==> config.mk <==
export PLATFORM = sky130hd
export DESIGN_NAME = uxc_ctrl
export DESIGN_NICKNAME = d
export VERILOG_FILES = /design/src/hdl/uxc_pkg.sv /design/src/hdl/uxc_ctrl.sv
export VERILOG_INCLUDE_DIRS = /design/src /design/src/hdl
export SDC_FILE = /design/constraint.sdc
export NUM_CORES = 1
export LEC_CHECK = 0
export ABC_AREA = 1
export BUFFER_PORTS_ARGS = -buffer_cell sky130_fd_sc_hd__buf_4
export CAP_MARGIN = 20
export CORE_MARGIN = 5
export CORE_UTILIZATION = 46
export CTS_CLUSTER_SIZE = 25
export DETAILED_ROUTE_END_ITERATION = 12
export PLACE_DENSITY = 0.77
export SETUP_SLACK_MARGIN = 0.02
export SYNTH_ARGS = -nofsm -noshare
export SYNTH_HDL_FRONTEND = slang
export SYNTH_SLANG_ARGS = --single-unit
==> constraint.sdc <==
create_clock -name clk -period 2.3 [get_ports clk]
set_clock_uncertainty 0.1 [all_clocks]
set_input_delay 0.23 -clock clk [delete_from_list [all_inputs] [get_ports clk]]
set_output_delay 0.23 -clock clk [all_outputs]
set_load 0.03 [all_outputs]
==> src/hdl/uxc_map.svh <==
// Purpose: Register offsets, field positions and reset values of the channel-0 transfer control block.
// Assumes: Byte-wide register port with byte addresses.
// Notes:   Definitions only.
`ifndef UXC_MAP_SVH
`define UXC_MAP_SVH
`define UXC_OFS_RUN_CTRL    8'h66
`define UXC_OFS_CNT_HIGH    8'h67
`define UXC_OFS_CNT_MID     8'h68
`define UXC_OFS_CNT_LOW     8'h69
`define UXC_OFS_EP0_HS      8'h6A
`define UXC_OFS_EP0_TOG     8'h6B
`define UXC_OFS_SEQ_CFG     8'h64
`define UXC_OFS_DIR_CFG     8'h61
`define UXC_OFS_EVENTS      8'h10
`define UXC_BIT_GO          0
`define UXC_BIT_TOGGLE      4
`define UXC_BIT_AUTO_EN     0
`define UXC_BIT_NO_DATA     1
`define UXC_BIT_NAK_AUTO    6
`define UXC_BIT_SHORT       5
`define UXC_BIT_IN_NAK      3
`define UXC_BIT_IN_STALL    2
`define UXC_BIT_OUT_NAK     1
`define UXC_BIT_OUT_STALL   0
`define UXC_BIT_IN_TSTAT    7
`define UXC_BIT_IN_TSET     5
`define UXC_BIT_IN_TCLR     4
`define UXC_BIT_OUT_TSTAT   3
`define UXC_BIT_OUT_TSET    1
`define UXC_BIT_OUT_TCLR    0
`define UXC_DIR_OUT         2'h0
`define UXC_DIR_IN          2'h2
`define UXC_CNT_UNLIMITED   24'h0FFFFF
`define UXC_RESET_BYTE      8'h00
`define UXC_HS_MASK         8'h6F
`endif

==> src/hdl/uxc_pkg.sv <==
// Purpose: Types shared by the channel-0 transfer control block.
// Assumes: Used together with uxc_map.svh.
// Notes:   Types only; numbers live in the map header.
package uxc_pkg;
  // Register port request from software.
  typedef struct packed {
    logic [7:0] addr;   // Byte address.
    logic [7:0] wdata;  // Write data.
    logic       wr;     // Write strobe.
    logic       rd;     // Read strobe.
  } uxc_bus_type;
  // Reply the block gives to the link engine for endpoint 0.
  typedef enum logic [1:0] {
    UXC_HS_ACK   = 2'b00,
    UXC_HS_NAK   = 2'b01,
    UXC_HS_STALL = 2'b10,
    UXC_HS_NONE  = 2'b11
  } uxc_hs_type;
  // Channel-0 run states.
  typedef enum logic [1:0] {
    UXC_IDLE     = 2'b00,
    UXC_RUN      = 2'b01,
    UXC_DRAIN    = 2'b10
  } uxc_state_type;
endpackage

==> src/hdl/uxc_ctrl.sv <==
// Purpose: Channel-0 go/halt/resume control, 24-bit byte counter and endpoint-0 handshake and toggle control.
// Assumes: Link engine reports transaction start/end as one-cycle pulses synchronous to clk.
// Notes:   Register reads answer one cycle after the read strobe.
// Overview of operation
// RQ1: Go bit starts, zero halts, reads busy.
// RQ2: Auto-stage enable at go starts sequencer.
// RQ3: Count exhausted sets done, clears go.
// RQ4: Error flags clear go automatically.
// RQ5: Halt finishes transaction, then sets flag.
// RQ6: Halt keeps count and settings for resume.
// RQ7: Software clears buffer before fresh transfer.
// RQ8: Count is 24 bits in three bytes.
// RQ9: Software loads data-stage length when sequencing.
// RQ10: Mid read freezes low-byte readback value.
// RQ11: Software reads mid, high, then low.
// RQ12: Zero count OUT sends zero-length packet.
// RQ13: Count 0xFFFFF runs unlimited, no done.
// RQ14: Nak-after-success sets matching hold-off bit.
// RQ15: Short-packet bit sends partial, then clears.
// RQ16: IN hold-off answers IN with NAK.
// RQ17: OUT hold-off answers OUT with NAK.
// RQ18: Setup received sets hold-offs, clears halts.
// RQ19: Halt reply beats hold-off same direction.
// RQ20: Handshake changes apply from next transaction.
// RQ21: Software keeps hold-offs while setup pending.
// RQ22: Toggle states readable; IN force-one works.
// RQ23: Direction OUT 00b, IN 10b; mismatch silent.
// RQ24: Toggle bit seeds and reports data toggle.
// RQ25: Toggle force-zero and OUT force commands.
// RQ26: Reserved and command bits read zero.
//
// The plain strobed port is this design's own decision.
`timescale 1ns/1ns
`default_nettype none
`include "uxc_map.svh"
module uxc_ctrl
  import uxc_pkg::*;
#(
  parameter int CNT_W = 24
)
(
  input  wire logic              clk,
  input  wire logic              rst,
  input  wire uxc_pkg::uxc_bus_type bus,
  output var  logic [7:0]        rdata,
  input  wire logic              tr_start,
  input  wire logic              tr_end,
  input  wire logic              tr_ok,
  input  wire logic              tr_in,
  input  wire logic [CNT_W-1:0]  tr_bytes,
  input  wire logic              tr_fault,
  input  wire logic              port_fault,
  input  wire logic              setup_seen,
  input  wire logic              tok_valid,
  input  wire logic              tok_in,
  output var  uxc_pkg::uxc_hs_type hs_reply,
  output var  logic              go_out,
  output var  logic              seq_start,
  output var  logic              zlp_send,
  output var  logic              short_send,
  output var  logic              done_flag,
  output var  logic              halt_flag,
  output var  logic              toggle_out
);
  // Width must match the three byte registers.
  if (CNT_W != 24) $error("uxc_ctrl: CNT_W must be 24");

  logic              go_r;          // Transfer-go bit.
  logic              busy_r;        // A transaction is on the wire.
  logic              halt_pend_r;   // Software halted while busy.
  logic [CNT_W-1:0]  cnt_r;         // Remaining byte count.
  logic [7:0]        low_frz_r;     // Low byte frozen by a mid read.
  logic [7:0]        seq_cfg_r;     // Sequencer config byte.
  logic [7:0]        dir_cfg_r;     // Direction config byte.
  logic              tog_r;         // Channel toggle bit.
  logic [7:0]        hs_r;          // Handshake control as written.
  logic [7:0]        hs_act_r;      // Handshake control sampled per transaction.
  logic              in_tog_r;      // IN data toggle.
  logic              out_tog_r;     // OUT data toggle.
  logic              done_r;        // Sticky done flag.
  logic              halt_r;        // Sticky halt flag.
  logic              wr_go;         // Write to the run control register.
  logic              unlimited;     // Count programmed as unlimited.
  logic              fin;           // Transfer complete this cycle.
  logic [CNT_W-1:0]  cnt_left;      // Count after this transaction.

  assign wr_go     = bus.wr && bus.addr == `UXC_OFS_RUN_CTRL;
  assign unlimited = cnt_r == `UXC_CNT_UNLIMITED;
  assign cnt_left  = (tr_bytes >= cnt_r) ? '0 : cnt_r - tr_bytes;
  // Only a counted transfer finishes by count; the unlimited code never does.
  assign fin       = tr_end && tr_ok && !unlimited && cnt_left == '0; // [RQ3] [RQ13]

  // Go bit: set by software, cleared by software, completion or fault.
  always_ff @(posedge clk or posedge rst)
  begin
    if (rst)
    begin
      go_r <= 1'b0;
    end
    else if (fin || tr_fault || port_fault)
    begin
      // Hardware clears win over a same-cycle write, since the transfer is over.
      go_r <= 1'b0; // [RQ3] [RQ4]
    end
    else if (wr_go)
    begin
      go_r <= bus.wdata[`UXC_BIT_GO]; // [RQ1] [RQ6]
    end
  end

  // Transaction tracking and halt bookkeeping.
  always_ff @(posedge clk or posedge rst)
  begin
    if (rst)
    begin
      busy_r      <= 1'b0;
      halt_pend_r <= 1'b0;
      halt_r      <= 1'b0;
      done_r      <= 1'b0;
    end
    else
    begin
      if (tr_start)
        busy_r <= 1'b1;
      else if (tr_end)
        busy_r <= 1'b0;
      // A halt during a transaction is reported when it ends.
      if (wr_go && !bus.wdata[`UXC_BIT_GO] && go_r && busy_r)
        halt_pend_r <= 1'b1; // [RQ5]
      else if (tr_end)
        halt_pend_r <= 1'b0;
      if (tr_end && halt_pend_r)
        halt_r <= 1'b1; // [RQ5]
      else if (bus.wr && bus.addr == `UXC_OFS_EVENTS && bus.wdata[0])
        halt_r <= 1'b0;
      if (fin)
        done_r <= 1'b1; // [RQ3]
      else if (bus.wr && bus.addr == `UXC_OFS_EVENTS && bus.wdata[7])
        done_r <= 1'b0;
    end
  end

  // Byte counter; it is untouched by a halt so a resume carries on.
  always_ff @(posedge clk or posedge rst)
  begin
    if (rst)
    begin
      cnt_r <= '0;
    end
    else if (tr_end && tr_ok && !unlimited)
    begin
      cnt_r <= cnt_left; // [RQ6] [RQ13]
    end
    else if (bus.wr && bus.addr == `UXC_OFS_CNT_HIGH)
    begin
      cnt_r[23:16] <= bus.wdata; // [RQ8]
    end
    else if (bus.wr && bus.addr == `UXC_OFS_CNT_MID)
    begin
      cnt_r[15:8] <= bus.wdata; // [RQ8]
    end
    else if (bus.wr && bus.addr == `UXC_OFS_CNT_LOW)
    begin
      cnt_r[7:0] <= bus.wdata; // [RQ8]
    end
  end

  // Low byte snapshot taken on a mid read, so a multi-byte read is coherent.
  always_ff @(posedge clk or posedge rst)
  begin
    if (rst)
      low_frz_r <= `UXC_RESET_BYTE;
    else if (bus.rd && bus.addr == `UXC_OFS_CNT_MID)
      low_frz_r <= cnt_r[7:0]; // [RQ10]
  end

  // Config bytes and channel toggle.
  always_ff @(posedge clk or posedge rst)
  begin
    if (rst)
    begin
      seq_cfg_r <= `UXC_RESET_BYTE;
      dir_cfg_r <= `UXC_RESET_BYTE;
      tog_r     <= 1'b0;
    end
    else
    begin
      if (bus.wr && bus.addr == `UXC_OFS_SEQ_CFG)
        seq_cfg_r <= bus.wdata & 8'h07;
      if (bus.wr && bus.addr == `UXC_OFS_DIR_CFG)
        dir_cfg_r <= bus.wdata & 8'hCF;
      // Completion reports the resulting toggle; otherwise software seeds it.
      if (tr_end && tr_ok)
        tog_r <= ~tog_r; // [RQ24]
      else if (wr_go)
        tog_r <= bus.wdata[`UXC_BIT_TOGGLE]; // [RQ24]
    end
  end

  // Endpoint-0 handshake control byte.
  always_ff @(posedge clk or posedge rst)
  begin
    if (rst)
    begin
      hs_r <= `UXC_RESET_BYTE;
    end
    else
    begin
      if (bus.wr && bus.addr == `UXC_OFS_EP0_HS)
        hs_r <= bus.wdata & `UXC_HS_MASK; // [RQ26]
      // Hardware updates take precedence over a same-cycle write.
      if (setup_seen)
      begin
        hs_r[`UXC_BIT_IN_NAK]    <= 1'b1; // [RQ18]
        hs_r[`UXC_BIT_OUT_NAK]   <= 1'b1;
        hs_r[`UXC_BIT_IN_STALL]  <= 1'b0;
        hs_r[`UXC_BIT_OUT_STALL] <= 1'b0;
      end
      else if (tr_end && tr_ok && hs_r[`UXC_BIT_NAK_AUTO])
      begin
        if (tr_in)
          hs_r[`UXC_BIT_IN_NAK] <= 1'b1; // [RQ14]
        else
          hs_r[`UXC_BIT_OUT_NAK] <= 1'b1; // [RQ14]
      end
      if (tr_end && tr_ok && tr_in && hs_act_r[`UXC_BIT_SHORT])
        hs_r[`UXC_BIT_SHORT] <= 1'b0; // [RQ15]
    end
  end

  // Snapshot used for the running transaction; refreshed only between transactions.
  always_ff @(posedge clk or posedge rst)
  begin
    if (rst)
      hs_act_r <= `UXC_RESET_BYTE;
    else if (!busy_r)
      hs_act_r <= hs_r; // [RQ20]
  end

  // Data toggles for endpoint 0.
  always_ff @(posedge clk or posedge rst)
  begin
    if (rst)
    begin
      in_tog_r  <= 1'b0;
      out_tog_r <= 1'b0;
    end
    else
    begin
      if (bus.wr && bus.addr == `UXC_OFS_EP0_TOG && bus.wdata[`UXC_BIT_IN_TSET])
        in_tog_r <= 1'b1; // [RQ22]
      else if (bus.wr && bus.addr == `UXC_OFS_EP0_TOG && bus.wdata[`UXC_BIT_IN_TCLR])
        in_tog_r <= 1'b0; // [RQ25]
      else if (tr_end && tr_ok && tr_in)
        in_tog_r <= ~in_tog_r;
      if (bus.wr && bus.addr == `UXC_OFS_EP0_TOG && bus.wdata[`UXC_BIT_OUT_TSET])
        out_tog_r <= 1'b1; // [RQ25]
      else if (bus.wr && bus.addr == `UXC_OFS_EP0_TOG && bus.wdata[`UXC_BIT_OUT_TCLR])
        out_tog_r <= 1'b0; // [RQ25]
      else if (tr_end && tr_ok && !tr_in)
        out_tog_r <= ~out_tog_r;
    end
  end

  // Handshake decision for an incoming token, registered.
  always_ff @(posedge clk or posedge rst)
  begin
    if (rst)
      hs_reply <= UXC_HS_NONE;
    else if (!tok_valid)
      hs_reply <= UXC_HS_NONE;
    else if (tok_in ? dir_cfg_r[7:6] != `UXC_DIR_IN : dir_cfg_r[7:6] != `UXC_DIR_OUT)
      hs_reply <= UXC_HS_NONE; // [RQ23]
    else if (tok_in ? hs_act_r[`UXC_BIT_IN_STALL] : hs_act_r[`UXC_BIT_OUT_STALL])
      hs_reply <= UXC_HS_STALL; // [RQ19]
    else if (tok_in ? hs_act_r[`UXC_BIT_IN_NAK] : hs_act_r[`UXC_BIT_OUT_NAK])
      hs_reply <= UXC_HS_NAK; // [RQ16] [RQ17]
    else
      hs_reply <= UXC_HS_ACK;
  end

  // Outputs to the link engine, all registered.
  always_ff @(posedge clk or posedge rst)
  begin
    if (rst)
    begin
      go_out     <= 1'b0;
      seq_start  <= 1'b0;
      zlp_send   <= 1'b0;
      short_send <= 1'b0;
      done_flag  <= 1'b0;
      halt_flag  <= 1'b0;
      toggle_out <= 1'b0;
    end
    else
    begin
      go_out     <= go_r; // [RQ1]
      seq_start  <= wr_go && bus.wdata[`UXC_BIT_GO] && !go_r && seq_cfg_r[`UXC_BIT_AUTO_EN]; // [RQ2]
      zlp_send   <= go_r && cnt_r == '0 && dir_cfg_r[7:6] == `UXC_DIR_OUT; // [RQ12]
      short_send <= hs_act_r[`UXC_BIT_SHORT]; // [RQ15]
      done_flag  <= done_r;
      halt_flag  <= halt_r;
      toggle_out <= tog_r;
    end
  end

  // Register read port: data stand in the cycle after the strobe.
  always_ff @(posedge clk or posedge rst)
  begin
    if (rst)
      rdata <= `UXC_RESET_BYTE;
    else if (!bus.rd)
      rdata <= `UXC_RESET_BYTE;
    else if (bus.addr == `UXC_OFS_RUN_CTRL)
      rdata <= {3'h0, tog_r, 3'h0, go_r}; // [RQ1] [RQ26]
    else if (bus.addr == `UXC_OFS_CNT_HIGH)
      rdata <= cnt_r[23:16];
    else if (bus.addr == `UXC_OFS_CNT_MID)
      rdata <= cnt_r[15:8];
    else if (bus.addr == `UXC_OFS_CNT_LOW)
      rdata <= low_frz_r; // [RQ10]
    else if (bus.addr == `UXC_OFS_EP0_HS)
      rdata <= hs_r;
    else if (bus.addr == `UXC_OFS_EP0_TOG)
      rdata <= {in_tog_r, 3'h0, out_tog_r, 3'h0}; // [RQ22] [RQ26]
    else if (bus.addr == `UXC_OFS_SEQ_CFG)
      rdata <= seq_cfg_r;
    else if (bus.addr == `UXC_OFS_DIR_CFG)
      rdata <= dir_cfg_r;
    else if (bus.addr == `UXC_OFS_EVENTS)
      rdata <= {done_r, 6'h00, halt_r};
    else
      rdata <= `UXC_RESET_BYTE;
  end

  // Completion must drop the go bit one edge later.
  go_clear_a: assert property (@(posedge clk) disable iff (rst) fin |=> !go_r) // [RQ3]
    else $error("go bit not cleared on completion");
  // A fault must drop the go bit.
  fault_clear_a: assert property (@(posedge clk) disable iff (rst) (tr_fault || port_fault) |=> !go_r) // [RQ4]
    else $error("go bit not cleared on fault");
  // Unlimited count never reports done.
  unlim_done_a: assert property (@(posedge clk) disable iff (rst) (unlimited && !done_r) |=> !done_r) // [RQ13]
    else $error("done set for unlimited count");
  // Setup forces hold-offs and clears halts.
  setup_hs_a: assert property (@(posedge clk) disable iff (rst) setup_seen |=> // [RQ18]
    hs_r[`UXC_BIT_IN_NAK] && hs_r[`UXC_BIT_OUT_NAK] && !hs_r[`UXC_BIT_IN_STALL] && !hs_r[`UXC_BIT_OUT_STALL])
    else $error("setup did not force handshake bits");
  // Halt reply beats hold-off.
  stall_prio_a: assert property (@(posedge clk) disable iff (rst) // [RQ19]
    (tok_valid && tok_in && dir_cfg_r[7:6] == `UXC_DIR_IN && hs_act_r[`UXC_BIT_IN_STALL]) |=> hs_reply == UXC_HS_STALL)
    else $error("stall not prioritised");
  // IN hold-off answers NAK when no halt.
  in_nak_a: assert property (@(posedge clk) disable iff (rst) // [RQ16]
    (tok_valid && tok_in && dir_cfg_r[7:6] == `UXC_DIR_IN && !hs_act_r[`UXC_BIT_IN_STALL] && hs_act_r[`UXC_BIT_IN_NAK])
    |=> hs_reply == UXC_HS_NAK)
    else $error("IN hold-off not honoured");
  // Snapshot holds during a transaction.
  snap_hold_a: assert property (@(posedge clk) disable iff (rst) busy_r |=> $stable(hs_act_r)) // [RQ20]
    else $error("handshake changed mid transaction");
  // Mid read freezes the low byte seen next.
  low_freeze_a: assert property (@(posedge clk) disable iff (rst) // [RQ10]
    (bus.rd && bus.addr == `UXC_OFS_CNT_MID) |=> low_frz_r == $past(cnt_r[7:0]))
    else $error("low byte not frozen");
  // IN token while the direction is OUT gets no handshake.
  dir_silent_a: assert property (@(posedge clk) disable iff (rst) // [RQ23]
    (tok_valid && tok_in && dir_cfg_r[7:6] == `UXC_DIR_OUT) |=> hs_reply == UXC_HS_NONE)
    else $error("mismatched token answered");
endmodule
`default_nettype wire

### After elaboration in Yosys (flattened, before gate mapping)

Index checks and enable logic that the tools add are counted.

| storage, ports and cells | value |
|---|---|
| register bits after elaboration | 77 |
| latch bits | 0 |
| memory bits (writable) | 0 |
| memory bits (read-only) | 0 |
| input bits | 53 |
| output and inout bits | 17 |
| logic and storage cells | 154 |
| memories kept | 0 |

| cells by class | value |
|---|---|
| $add $sub $neg | 1 |
| $mul | 0 |
| divide/modulo/power cells | 0 |
| $lt $le $gt $ge | 1 |
| equal/unequal tests | 13 |
| shifts and indexed selects | 0 |
| muxes and demuxes | 51 |
| bitwise gates (word level) | 3 |
| reductions and logical operators | 57 |

Operators by type and width:

| operator | count |
|---|---|
| 8-bit 2-to-1 mux | 14 |
| 8-bit by 7-bit == test with 1-bit output (second input constant) | 8 |
| 24-bit logical NOT | 2 |
| 24-bit 2-to-1 mux | 2 |
| 1-bit logical AND | 32 |
| 1-bit 2-to-1 mux | 30 |
| 24-bit by 20-bit == test with 1-bit output (second input constant) | 1 |
| 24-bit greater-or-equal comparator | 1 |
| 2-bit nonzero test | 12 |
| 24-bit subtractor | 1 |
| 16-bit 2-to-1 mux | 1 |
| 8-bit by 5-bit == test with 1-bit output (second input constant) | 1 |
| 2-bit 2-to-1 mux | 3 |
| 6-bit 2-to-1 mux | 1 |
| 2-bit inequality test (second input constant) | 3 |
| 3-bit nonzero test | 2 |
| 1-bit logical NOT | 4 |
| 1-bit NOT | 3 |
| 3-bit AND reduction | 1 |
| 2-bit logical NOT | 1 |
| 1-bit logical OR | 2 |
| 2-bit AND reduction | 1 |

### Longest topological paths before layout

Gate-level depths: netlist of the first run.

| logic depth | value |
|---|---|
| word-level depth | 11 |
| gate-level depth with buffers | 19 |
| depth with buffers taken out | 19 |

### Worst setup path before layout of the first run

OpenSTA, ideal clock, no wires.

| timing path | value |
|---|---|
| path kind | register to register |
| from | register cnt_r[0] |
| to | register go_r |
| setup time | 0.114 ns |
| data arrival time | 2.308 ns |
| required time | 2.086 ns |
| path slack | -0.222 ns |
| cell stages (with the launch flop) | 20 |
| buffers on the path | 1 |
| period minus slack after synthesis | 2.522 ns |
| cell sequence | dfrtp_1 > inv_1 > ha_1 > inv_1 > fa_1 > nand3_1 > nand3_1 > nand2_1 > nand2_1 > nand2_2 > nand2_2 > nor2_4 > nor2_8 > buf_12 > nand2_2 > nand2_1 > nor2_2 > nand3_2 > nor2_2 > nor2_2 |

| on the way | value |
|---|---|
| longest elaborated chain between the ends | 7 |
| elaborated cells on any way between the ends | 12 |
| classes of those cells | add/sub (1); order compare (1); eq/ne (1); mux (2); reduce/logical (7) |

RTL lines:

| element | RTL line | text |
|---|---|---|
| start: declaration | uxc_ctrl.sv:71 | `logic [CNT_W-1:0] cnt_r;` |
| start signal: assignment | uxc_ctrl.sv:152 | `cnt_r <= cnt_left;` |
| start signal: assignment | uxc_ctrl.sv:164 | `cnt_r[7:0] <= bus.wdata;` |
| 24-bit subtractor (tied with other cells) | uxc_ctrl.sv:89 | `assign cnt_left = (tr_bytes >= cnt_r) ? '0 : cnt_r - tr_bytes;` |
| 24-bit 2-to-1 mux or 1-bit logical NOT (tied branches) | uxc_ctrl.sv:89, uxc_ctrl.sv:91 |  |
| 24-bit logical NOT or 1-bit logical AND (tied branches) | uxc_ctrl.sv:91 | `assign fin = tr_end && tr_ok && !unlimited && cnt_left == '0;` |
| 1-bit logical AND (*) | uxc_ctrl.sv:91 |  |
| 1-bit logical OR (*) (2 in series) | uxc_ctrl.sv:100 | `else if (fin \|\| tr_fault \|\| port_fault)` |
| 1-bit 2-to-1 mux or 2-bit nonzero test (tied branches) | - |  |
| end signal: assignment | uxc_ctrl.sv:107 | `` go_r <= bus.wdata[`UXC_BIT_GO]; `` |
| end: declaration | uxc_ctrl.sv:68 | `logic go_r;` |

Mark *: on every way between the ends. The rest lies on a longest branch, timed or not.
A chain may end at the register's enable or synchronous reset.

### Final worst setup path of the first run

Ends and elaborated chain as after synthesis.

==> results of run 1 <==
[area by class of cell]
class                      count  share of cell area (%)
multi-input combinational    635                    45.3
sequential                    77                    23.7
timing repair buffer         187                    17.8
inverter                     151                    7.08
clock buffer                  10                    2.94
tap                          172                    2.65
clock inverter                 5                   0.431
[cell families (layout without fill, tap and decap cells)]
family          count (synthesis)  after routing  synth area share [%]
compound gates                107            107                  10.7
flops                          77             77                  32.8
fa+ha+maj                      25             25                  5.45
mux                             1              1                 0.170
buf+inv                       164            353                  11.1
xor+xnor                        7              7                  1.04
simple gates                  493            495                  38.8
[how the worst max path moves through the flow]
stage	depth (start not counted)	slack (ns)	to
floorplan	19	-0.1	go_r$_DFFE_PP0P_
global route	18	-0.35	go_r$_DFFE_PP0P_
CTS	18	-0.13	go_r$_DFFE_PP0P_
finish	19	-0.17	go_r$_DFFE_PP0P_
global placement	18	-0.11	go_r$_DFFE_PP0P_
detailed placement	18	-0.20	go_r$_DFFE_PP0P_
[power groups by stage]
stage	clock network [mW]	registers (mW)	logic (mW)
detailed placement	0	1.52	0.873
floorplan	0	1.53	0.456
CTS	1.32	1.50	0.893
global route	1.40	1.51	1.08
finish	1.31	1.50	0.982
global placement	0	1.52	0.862
[stage by stage]
stage / TNS (ns) / utilization, %
global route: -3.39 / 64.7
floorplan: -0.134 / -
finish: -0.769 / 64.7
CTS: -0.265 / 61.4
global placement: -0.336 / 58.3
detailed placement: -0.433 / 58.3
[tightest hold or removal path, stage by stage]
cell and delay, ns:
buf_4 0.11, nand2_1 0.07, nor2_1 0.04
[routing by layer]
layer	vias to the layer above	GRT usage, %	share of wire [%]
met5	-	0	0
met4	0	9.27	2.8
met3	43	3.71	7.3
met2	275	42.1	48
li1	3204	-	-
met1	2983	33.6	42
[flip-flops by register name, summed over array words and instances (netlist names), 2 cells and up]
register   count
dir_cfg_r      6
rdata          8
low_frz_r      8
seq_cfg_r      3
hs_act_r       5
hs_r           6
cnt_r         24
hs_reply       2
[timing repair]
| action | 4_1_cts | 5_1_grt |
|---|---|---|
| endpoints found under the hold margin | 26 | 0 |
| gates cloned | 3 | 0 |
| endpoints found under the setup margin | 17 | 26 |
| pin swaps | 2 | 10 |
| setup buffers | 3 | 10 |
| gates resized for setup | 10 | 51 |
| hold buffers | 3 | 0 |
[cell usage after synthesis (9+ instances only)]
| cell type | count |
|---|---|
| a21oi_1 | 25 |
| dfrtp_1 | 75 |
| ha_1 | 24 |
| inv_1 | 145 |
| nand2_1 | 274 |
| nand2_2 | 13 |
| nand3_1 | 63 |
| nand3_2 | 9 |
| nand4_1 | 26 |
| nor2_1 | 59 |
| nor3_1 | 13 |
| o211ai_1 | 10 |
| o21ai_0 | 45 |
==> impl_metrics.json, run 1 <==
{
  "seq_area_sq_um": 1930,
  "startpoint_type": "register",
  "post-place-ws_ns": -0.195,
  "num_rows": 41,
  "path_clk_slew_ns": 0.06,
  "crit_type": "reg2reg",
  "cts_tree": "done",
  "portBuffers": 69,
  "multi_input_area_sq_um": 3680,
  "r2r-start": "cnt_r[0]$_DFFE_PP0P_",
  "routed_wl_microns": 19100,
  "gp_congestion": 0.974,
  "fin_ws_ns": -0.175,
  "drtIter0Drc": 482,
  "timing.rr.end": "go_r$_DFFE_PP0P_",
  "cts-buffers-inserted": 9,
  "syn_nets": 952,
  "finalSetupViolCount": 10,
  "path_common_cell": "nand2_2",
  "sequentialPowerShare_pct": 39.6,
  "pwr_density_cell_nw_per_um2": 466,
  "violations": "negative setup slack",
  "p_int_mw": 2.63,
  "swShare_pct": 30.7,
  "crit_path_end_kind": "register",
  "ys.flop_type": "dfrtp_1",
  "cpLargestDelayFamily": "simple AND/OR/NAND/NOR gates",
  "max-vdd-ir-drop_mv": 0.273,
  "wl_per_cell_microns": 15.5,
  "drc_errors": 0,
  "p_comb_share_pct": 25.9,
  "p_sw_mw": 1.16,
  "synth_edf_count": 0,
  "maxSlewViolCount": 0,
  "placed_cells": 1204,
  "crit_start": "cnt_r[0]$_DFFE_PP0P_",
  "leakage_nw": 4.26,
  "fillers": 1122,
  "cpPeakStageDelay_ns": 0.39,
  "instances_no_fill": 1237,
  "synthTopCellsByArea": "dfrtp_1 32%, nand2_1 17%, inv_1 9.3%",
  "nets": 1139,
  "syn-cell-area_sq_um": 5880,
  "synth.top_cell.area_share_pct": 31.9,
  "whs_path_depth": 3,
  "tightest_slew_ns": 0.653,
  "syn_inst": 874,
  "yosysWarnings": 0,
  "relSlewSlack_pct": 56.3,
  "critPathBufInv": 3,
  "drive_above_1_share_pct": 28.9,
  "cts.sinks": 77,
  "grt_max_degree": 35,
  "die_y_microns": 123,
  "dp_hpwl_microns": 15100,
  "clock_path_buffers": 2,
  "crit_path_top_delay_cell": "dfrtp_1",
  "status": "complete, but fails checks",
  "ff2ff_path_depth": 19,
  "antenna_cells": 0,
  "io_pins": 70,
  "cts-htree-levels": 3,
  "die_w_microns": 123,
  "total_power_mw": 3.79,
  "ys_seq_elements": 77,
  "root_buffer": "clkbuf_16",
  "viasPerCell": 5.26,
  "final-hold-violation-count": 0,
  "drv_cap": 0,
  "finalInstanceArea_sq_um": 8130,
  "yosysSeqAreaShare_pct": 32.8,
  "critical_path.cell_chain": "inv_2, ha_4, inv_2, fa_2, nand3_2, nand3_2, nand2_2, nand2_2, nand2_2, nand2_2, nor2_4, buf_4, nor2_4, nand2_1, nor2_2, nor2_1, nand3_2, nor2_2, nor2_2",
  "final_cell_mix": "268 x nand2_1, 176 x buf_4, 142 x inv_1",
  "rsz0062_at_grt": "true",
  "min-delay-start": "bus[2]",
  "r2r_slack_ns": -0.17,
  "arrival_ns": 2.61,
  "post-route-min-period_ns": 2.47,
  "grt-ovfl-total": 0,
  "coreArea_sq_um": 12600,
  "clk_latency_ns": 0.34,
  "drtAntennaViolNets": 0,
  "async_flop_share_pct": 100,
  "min_to": "seq_start$_DFF_PP0_",
  "yosys.area.top_type": "dfrtp_1",
  "grt_pass1_vias": 6017,
  "num_vias": 6505,
  "cp_max_fo": 6,
  "syn_avg_cell_area_sq_um": 6.73,
  "fmax_ghz": 0.404,
  "grt_use_total_pct": 25.3,
  "start_util_pct": 46.8,
  "final_common_cell": "nand2_1",
  "timing.hold.ws_ns": 0.0580,
  "antenna_found_initial": 0,
  "hp-class": "in2reg",
  "post-route-period-util_pct": 108,
  "grt_pass1_wl_microns": 29700,
  "required_ns": 2.43,
  "dpl_cell_area_sq_um": 7330,
  "ys_types": 47,
  "dieArea_sq_um": 15100,
  "clkPwrFrac_pct": 34.4,
  "area_growth_pct": 38.3,
  "drtPass1Iterations": 5
}
(Power assumes the default switching activity.)
==> inputs of run 2 (changes only) <==
- CORE_UTILIZATION: 46 -> 35
- PLACE_DENSITY: 0.77 -> 0.63
- SETUP_SLACK_MARGIN: 0.02 -> default
==> impl_metrics.json, run 2 (synthesis gave the netlist of run 1 again) <==
{
  "status": "complete, but fails checks",
  "violations": "negative setup slack",
  "die_w_microns": 140,
  "root_buffer": "clkbuf_16",
  "crit_path_end_kind": "register",
  "final-hold-violation-count": 0,
  "coreArea_sq_um": 16500,
  "max-vdd-ir-drop_mv": 0.306,
  "grt_pass1_vias": 6067,
  "sequentialPowerShare_pct": 35.8,
  "finalSetupViolCount": 15,
  "p_comb_share_pct": 22.8,
  "drtPass1Iterations": 5,
  "cts.sinks": 77,
  "relSlewSlack_pct": 62.3,
  "drtIter0Drc": 447,
  "arrival_ns": 2.61,
  "post-route-min-period_ns": 2.47,
  "p_sw_mw": 1.17,
  "io_pins": 70,
  "crit_path_top_delay_cell": "dfrtp_1",
  "leakage_nw": 4.38,
  "drtAntennaViolNets": 0,
  "swShare_pct": 27.8,
  "dp_hpwl_microns": 16100,
  "required_ns": 2.44,
  "instances_no_fill": 1294,
  "num_rows": 47,
  "largest_register_ffs": 24,
  "dieArea_sq_um": 19500,
  "antenna_cells": 0,
  "cpPeakStageDelay_ns": 0.40,
  "setup_tns_ns": -0.802,
  "portBuffers": 69,
  "antenna_found_initial": 0,
  "cp_max_fo": 4,
  "multi_input_area_sq_um": 3570,
  "die_y_microns": 140,
  "cts-buffers-inserted": 9,
  "grt_max_degree": 51,
  "clock_path_buffers": 2,
  "path_common_cell": "nor2_2",
  "drc_errors": 0,
  "cts_tree": "done",
  "fmax_ghz": 0.404,
  "grt_use_total_pct": 20.0,
  "routed_wl_microns": 19800,
  "fin_ws_ns": -0.173,
  "startpoint_type": "register",
  "nets": 1147,
  "critical_path.cell_chain": "ha_1, nand2_2, inv_1, buf_4, nand2_1, nor2_1, nand3_1, nand3_1, nand2_1, nand3_2, nand2_2, nor2_2, nand3_2, nor2_2, nor2_2",
  "maxSlewViolCount": 0,
  "rsz0062_at_grt": "true",
  "drv_cap": 0,
  "tightest_slew_ns": 0.563,
  "grt-ovfl-total": 0,
  "cts-htree-levels": 3,
  "crit_type": "reg2reg",
  "clkPwrFrac_pct": 41.4,
  "timing.hold.ws_ns": 0.00299,
  "hp-class": "in2reg",
  "viasPerCell": 4.84,
  "drive_above_1_share_pct": 29.1,
  "gp_congestion": 0.914,
  "wl_per_cell_microns": 15.3,
  "path_clk_slew_ns": 0.06,
  "clk_latency_ns": 0.34,
  "largest_registers": "cnt_r x24, low_frz_r x8, rdata x8",
  "largest-register": "cnt_r",
  "grt_pass1_wl_microns": 31400,
  "final_cell_mix": "259 x nand2_1, 185 x buf_4, 142 x inv_1",
  "total_power_mw": 4.20,
  "seq_area_sq_um": 1930,
  "post-route-period-util_pct": 108,
  "final_common_cell": "nand2_1",
  "area_growth_pct": 40.1,
  "post-place-ws_ns": -0.198,
  "pwr_density_cell_nw_per_um2": 510,
  "p_int_mw": 3.03,
  "start_util_pct": 35.6,
  "num_vias": 6258,
  "fillers": 1644,
  "placed_cells": 1263
}
run 2: changes by cell type in the layout (fill, tap and decap cells not counted), sizes merged:
cell	delta
buf	+10
bufinv	+4
clkinv	-1
clkinvlp	-2
dlygate4sd3	-2
run 2: metrics by stage:
stage	util [%]	cell area, sq um
floorplan	-	5900
global placement	45.3	7480
detailed placement	45.3	7480
CTS	48.8	8070
global route	49.9	8240
finish	49.9	8240
run 2: final timing paths:
path | from | endpoint | slack [ns] | cells after the start
min | tr_start | busy_r$_DFFE_PP0P_ | 0.003 | 2
max reg2reg | cnt_r[15]$_DFFE_PP0P_ | go_r$_DFFE_PP0P_ | -0.17 | 15
max in group asynchronous | rst | hs_reply[1]$_DFF_PP1_ | 1.06 | 4
min in group asynchronous | rst | low_frz_r[5]$_DFFE_PP0P_ | 0.38 | 3
min reg2reg | hs_act_r[5]$_DFFE_PP0N_ | short_send$_DFF_PP0_ | 0.32 | 0
max | cnt_r[15]$_DFFE_PP0P_ | go_r$_DFFE_PP0P_ | -0.17 | 15
run 2: metal layers:
metal	wire length (microns)	global-route usage (%)	vias to the layer above
li1	-	-	3210
met1	9140	27.2	2841
met2	9270	33.4	173
met3	881	2.88	34
met4	512	6.02	0
met5	0	0	-
run 2: layout make-up:
class | instances | share of cell area [%]
Timing Repair Buffer | 195 | 18.5
Tap cell | 220 | 3.34
Inverter | 151 | 6.96
Clock buffer | 10 | 2.78
Multi-Input combinational cell | 635 | 43.4
Clock inverter | 6 | 1.62
Sequential cell | 77 | 23.4
run 2: worst max-delay path: cells and delay by family, from the launching register on:
kind | cells | cell delay [ns]
adders and majority gates | 1 | 0.37
buffers and inverters | 2 | 0.22
and+or+nand+nor | 12 | 1.28
DFF | 1 | 0.40
run 2: timing repair:
action                                  in CTS  in global routing
endpoints found under the setup margin      16                 26
resized for setup                           29                 28
setup buffers                                7                  7
hold buffers                                 1                  0
cloned                                       2                  0
pin swaps                                    6                 23
hold endpoints to repair                    27                  0
run 2: power groups by stage:
stage / logic, mW / registers (mW) / clock network [mW]
after floorplan: 0.456 / 1.53 / 0
after global placement: 0.893 / 1.52 / 0
after detailed placement: 0.895 / 1.52 / 0
after CTS: 0.930 / 1.50 / 1.76
after global routing: 1.06 / 1.51 / 1.82
final: 0.959 / 1.50 / 1.74
==> inputs of run 3 (changes only) <==
- TNS_END_PERCENT: default -> 10
==> impl_metrics.json, run 3 (synthesis gave the netlist of run 1 again) <==
{
  "routed_wl_microns": 19900,
  "clock_path_buffers": 2,
  "rsz0062_at_grt": "true",
  "relSlewSlack_pct": 50.7,
  "drive_above_1_share_pct": 30.1,
  "drc_errors": 0,
  "num_vias": 6418,
  "portBuffers": 69,
  "gp_congestion": 0.916,
  "dpl_cell_area_sq_um": 7500,
  "max-vdd-ir-drop_mv": 0.367,
  "coreArea_sq_um": 16500,
  "crit_path_end_kind": "register",
  "io_pins": 70,
  "crit_path_top_delay_cell": "dfrtp_1",
  "cp_max_fo": 5,
  "grt_use_total_pct": 20.4,
  "instances_no_fill": 1295,
  "final_common_cell": "nand2_1",
  "finalInstanceArea_sq_um": 8240,
  "violations": "negative setup slack",
  "post-route-period-util_pct": 107,
  "cts.sinks": 77,
  "grt_pass1_vias": 6333,
  "finalSetupViolCount": 8,
  "multi_input_area_sq_um": 3660,
  "cpLargestDelayFamily": "simple AND/OR/NAND/NOR gates",
  "crit_type": "reg2reg",
  "start_util_pct": 35.6,
  "startpoint_type": "register",
  "cpPeakStageDelay_ns": 0.38,
  "cts-buffers-inserted": 9,
  "path_clk_slew_ns": 0.06,
  "drv_cap": 0,
  "leakage_nw": 4.36,
  "fmax_ghz": 0.406,
  "critical_path.cell_chain": "inv_2, ha_4, inv_2, fa_2, nand3_2, nand3_2, nand2_2, nand2_2, nand2_2, nand2_2, nor2_4, buf_12, nor2_8, o21ai_2, nand2_1, nor2_4, nand3_2, nor2_4, nor2_2",
  "fin_ws_ns": -0.164,
  "drtAntennaViolNets": 0,
  "drtIter0Drc": 450,
  "nets": 1148,
  "antenna_found_initial": 0,
  "die_w_microns": 140,
  "largest_registers": "cnt_r x24, low_frz_r x8, rdata x8",
  "cts-htree-levels": 3,
  "cts_tree": "done",
  "wl_per_cell_microns": 15.4,
  "status": "complete, but fails checks",
  "maxSlewViolCount": 0,
  "timing.hold.ws_ns": 0.0130,
  "seq_area_sq_um": 1930,
  "final-hold-violation-count": 0,
  "critPathBufInv": 3,
  "num_rows": 47,
  "dp_hpwl_microns": 16000,
  "dieArea_sq_um": 19500,
  "area_growth_pct": 40.1,
  "placed_cells": 1269,
  "path_common_cell": "nand2_2",
  "clk_latency_ns": 0.34,
  "grt-ovfl-total": 0,
  "root_buffer": "clkbuf_16",
  "hp-class": "in2reg",
  "post-route-min-period_ns": 2.46,
  "largest_register_ffs": 24,
  "grt_pass1_wl_microns": 32200,
  "largest-register": "cnt_r",
  "final_cell_mix": "263 x nand2_1, 187 x buf_4, 141 x inv_1",
  "grt_max_degree": 50,
  "required_ns": 2.44,
  "viasPerCell": 4.96,
  "fillers": 1686,
  "arrival_ns": 2.60,
  "pwr_density_cell_nw_per_um2": 469,
  "antenna_cells": 0,
  "die_y_microns": 140,
  "tightest_slew_ns": 0.736,
  "drtPass1Iterations": 5
}
[run 3: cell types whose count changed in the layout (fill, tap and decap cells not counted), sizes merged]
cell / previous run / this run
bufinv: 4 / 0
clkinvlp: 0 / 1
dlygate4sd3: 1 / 3
clkinv: 3 / 4
nor2: 75 / 76
clkbuf: 10 / 12
buf: 194 / 192
[run 3: through the flow]
stage          setup TNS, ns  utilization (%)  worst slack [ns]  total power, mW
2_1_floorplan         -0.478                -            -0.158             1.98
3_3_place_gp          -0.470             45.4            -0.171             2.41
3_5_place_dp          -0.668             45.4            -0.237             2.42
4_1_cts               -0.518             48.2            -0.177             3.84
5_1_grt                -2.41             49.9            -0.294             4.07
6_report              -0.374             49.9            -0.164             3.87
[run 3: what timing repair did]
action | in CTS | in global routing
resized for setup | 20 | 51
endpoints found under the hold margin | 29 | 0
pin swaps | 11 | 22
cloned | 3 | 0
endpoints found under the setup margin | 15 | 26
setup buffers | 2 | 2
hold buffers | 3 | 0
[run 3: final timing paths]
path	startpoint	end	slack [ns]	cells past startpoint
max	cnt_r[0]$_DFFE_PP0P_	go_r$_DFFE_PP0P_	-0.16	19
min	tr_end	halt_pend_r$_DFFE_PP0P_	0.01	2
max reg2reg	cnt_r[0]$_DFFE_PP0P_	go_r$_DFFE_PP0P_	-0.16	19
min reg2reg	hs_act_r[5]$_DFFE_PP0N_	short_send$_DFF_PP0_	0.31	0
max in group asynchronous	rst	hs_reply[1]$_DFF_PP1_	1.02	4
min in group asynchronous	rst	cnt_r[11]$_DFFE_PP0P_	0.39	3
[run 3: final cells by class]
type / count / share of cell area [%]
multi-input combinational: 636 / 44.4
clock buffer: 12 / 3.23
inverter: 151 / 6.95
timing repair buffer: 195 / 18.3
tap: 220 / 3.34
sequential: 77 / 23.4
clock inverter: 4 / 0.364
[run 3: where the power goes]
part,switching [mW],internal [mW]
registers,0.0653,1.44
clock network,0.567,0.823
logic,0.545,0.431
[run 3: layer usage]
layer	wire length (microns)	GRT usage [%]
met5	0	0
met4	508	6.88
met1	9040	28.1
met2	9310	33.5
met3	1050	2.30
[run 3: worst reg2reg max path: cells and delay by family, from the launching register on]
family,cells,cell delay (ns)
AOI/OAI and AO/OA,1,0.06
buffers and inverters,3,0.26
DFF,1,0.38
adders and majority gates,2,0.48
and+or+nand+nor,13,1.09
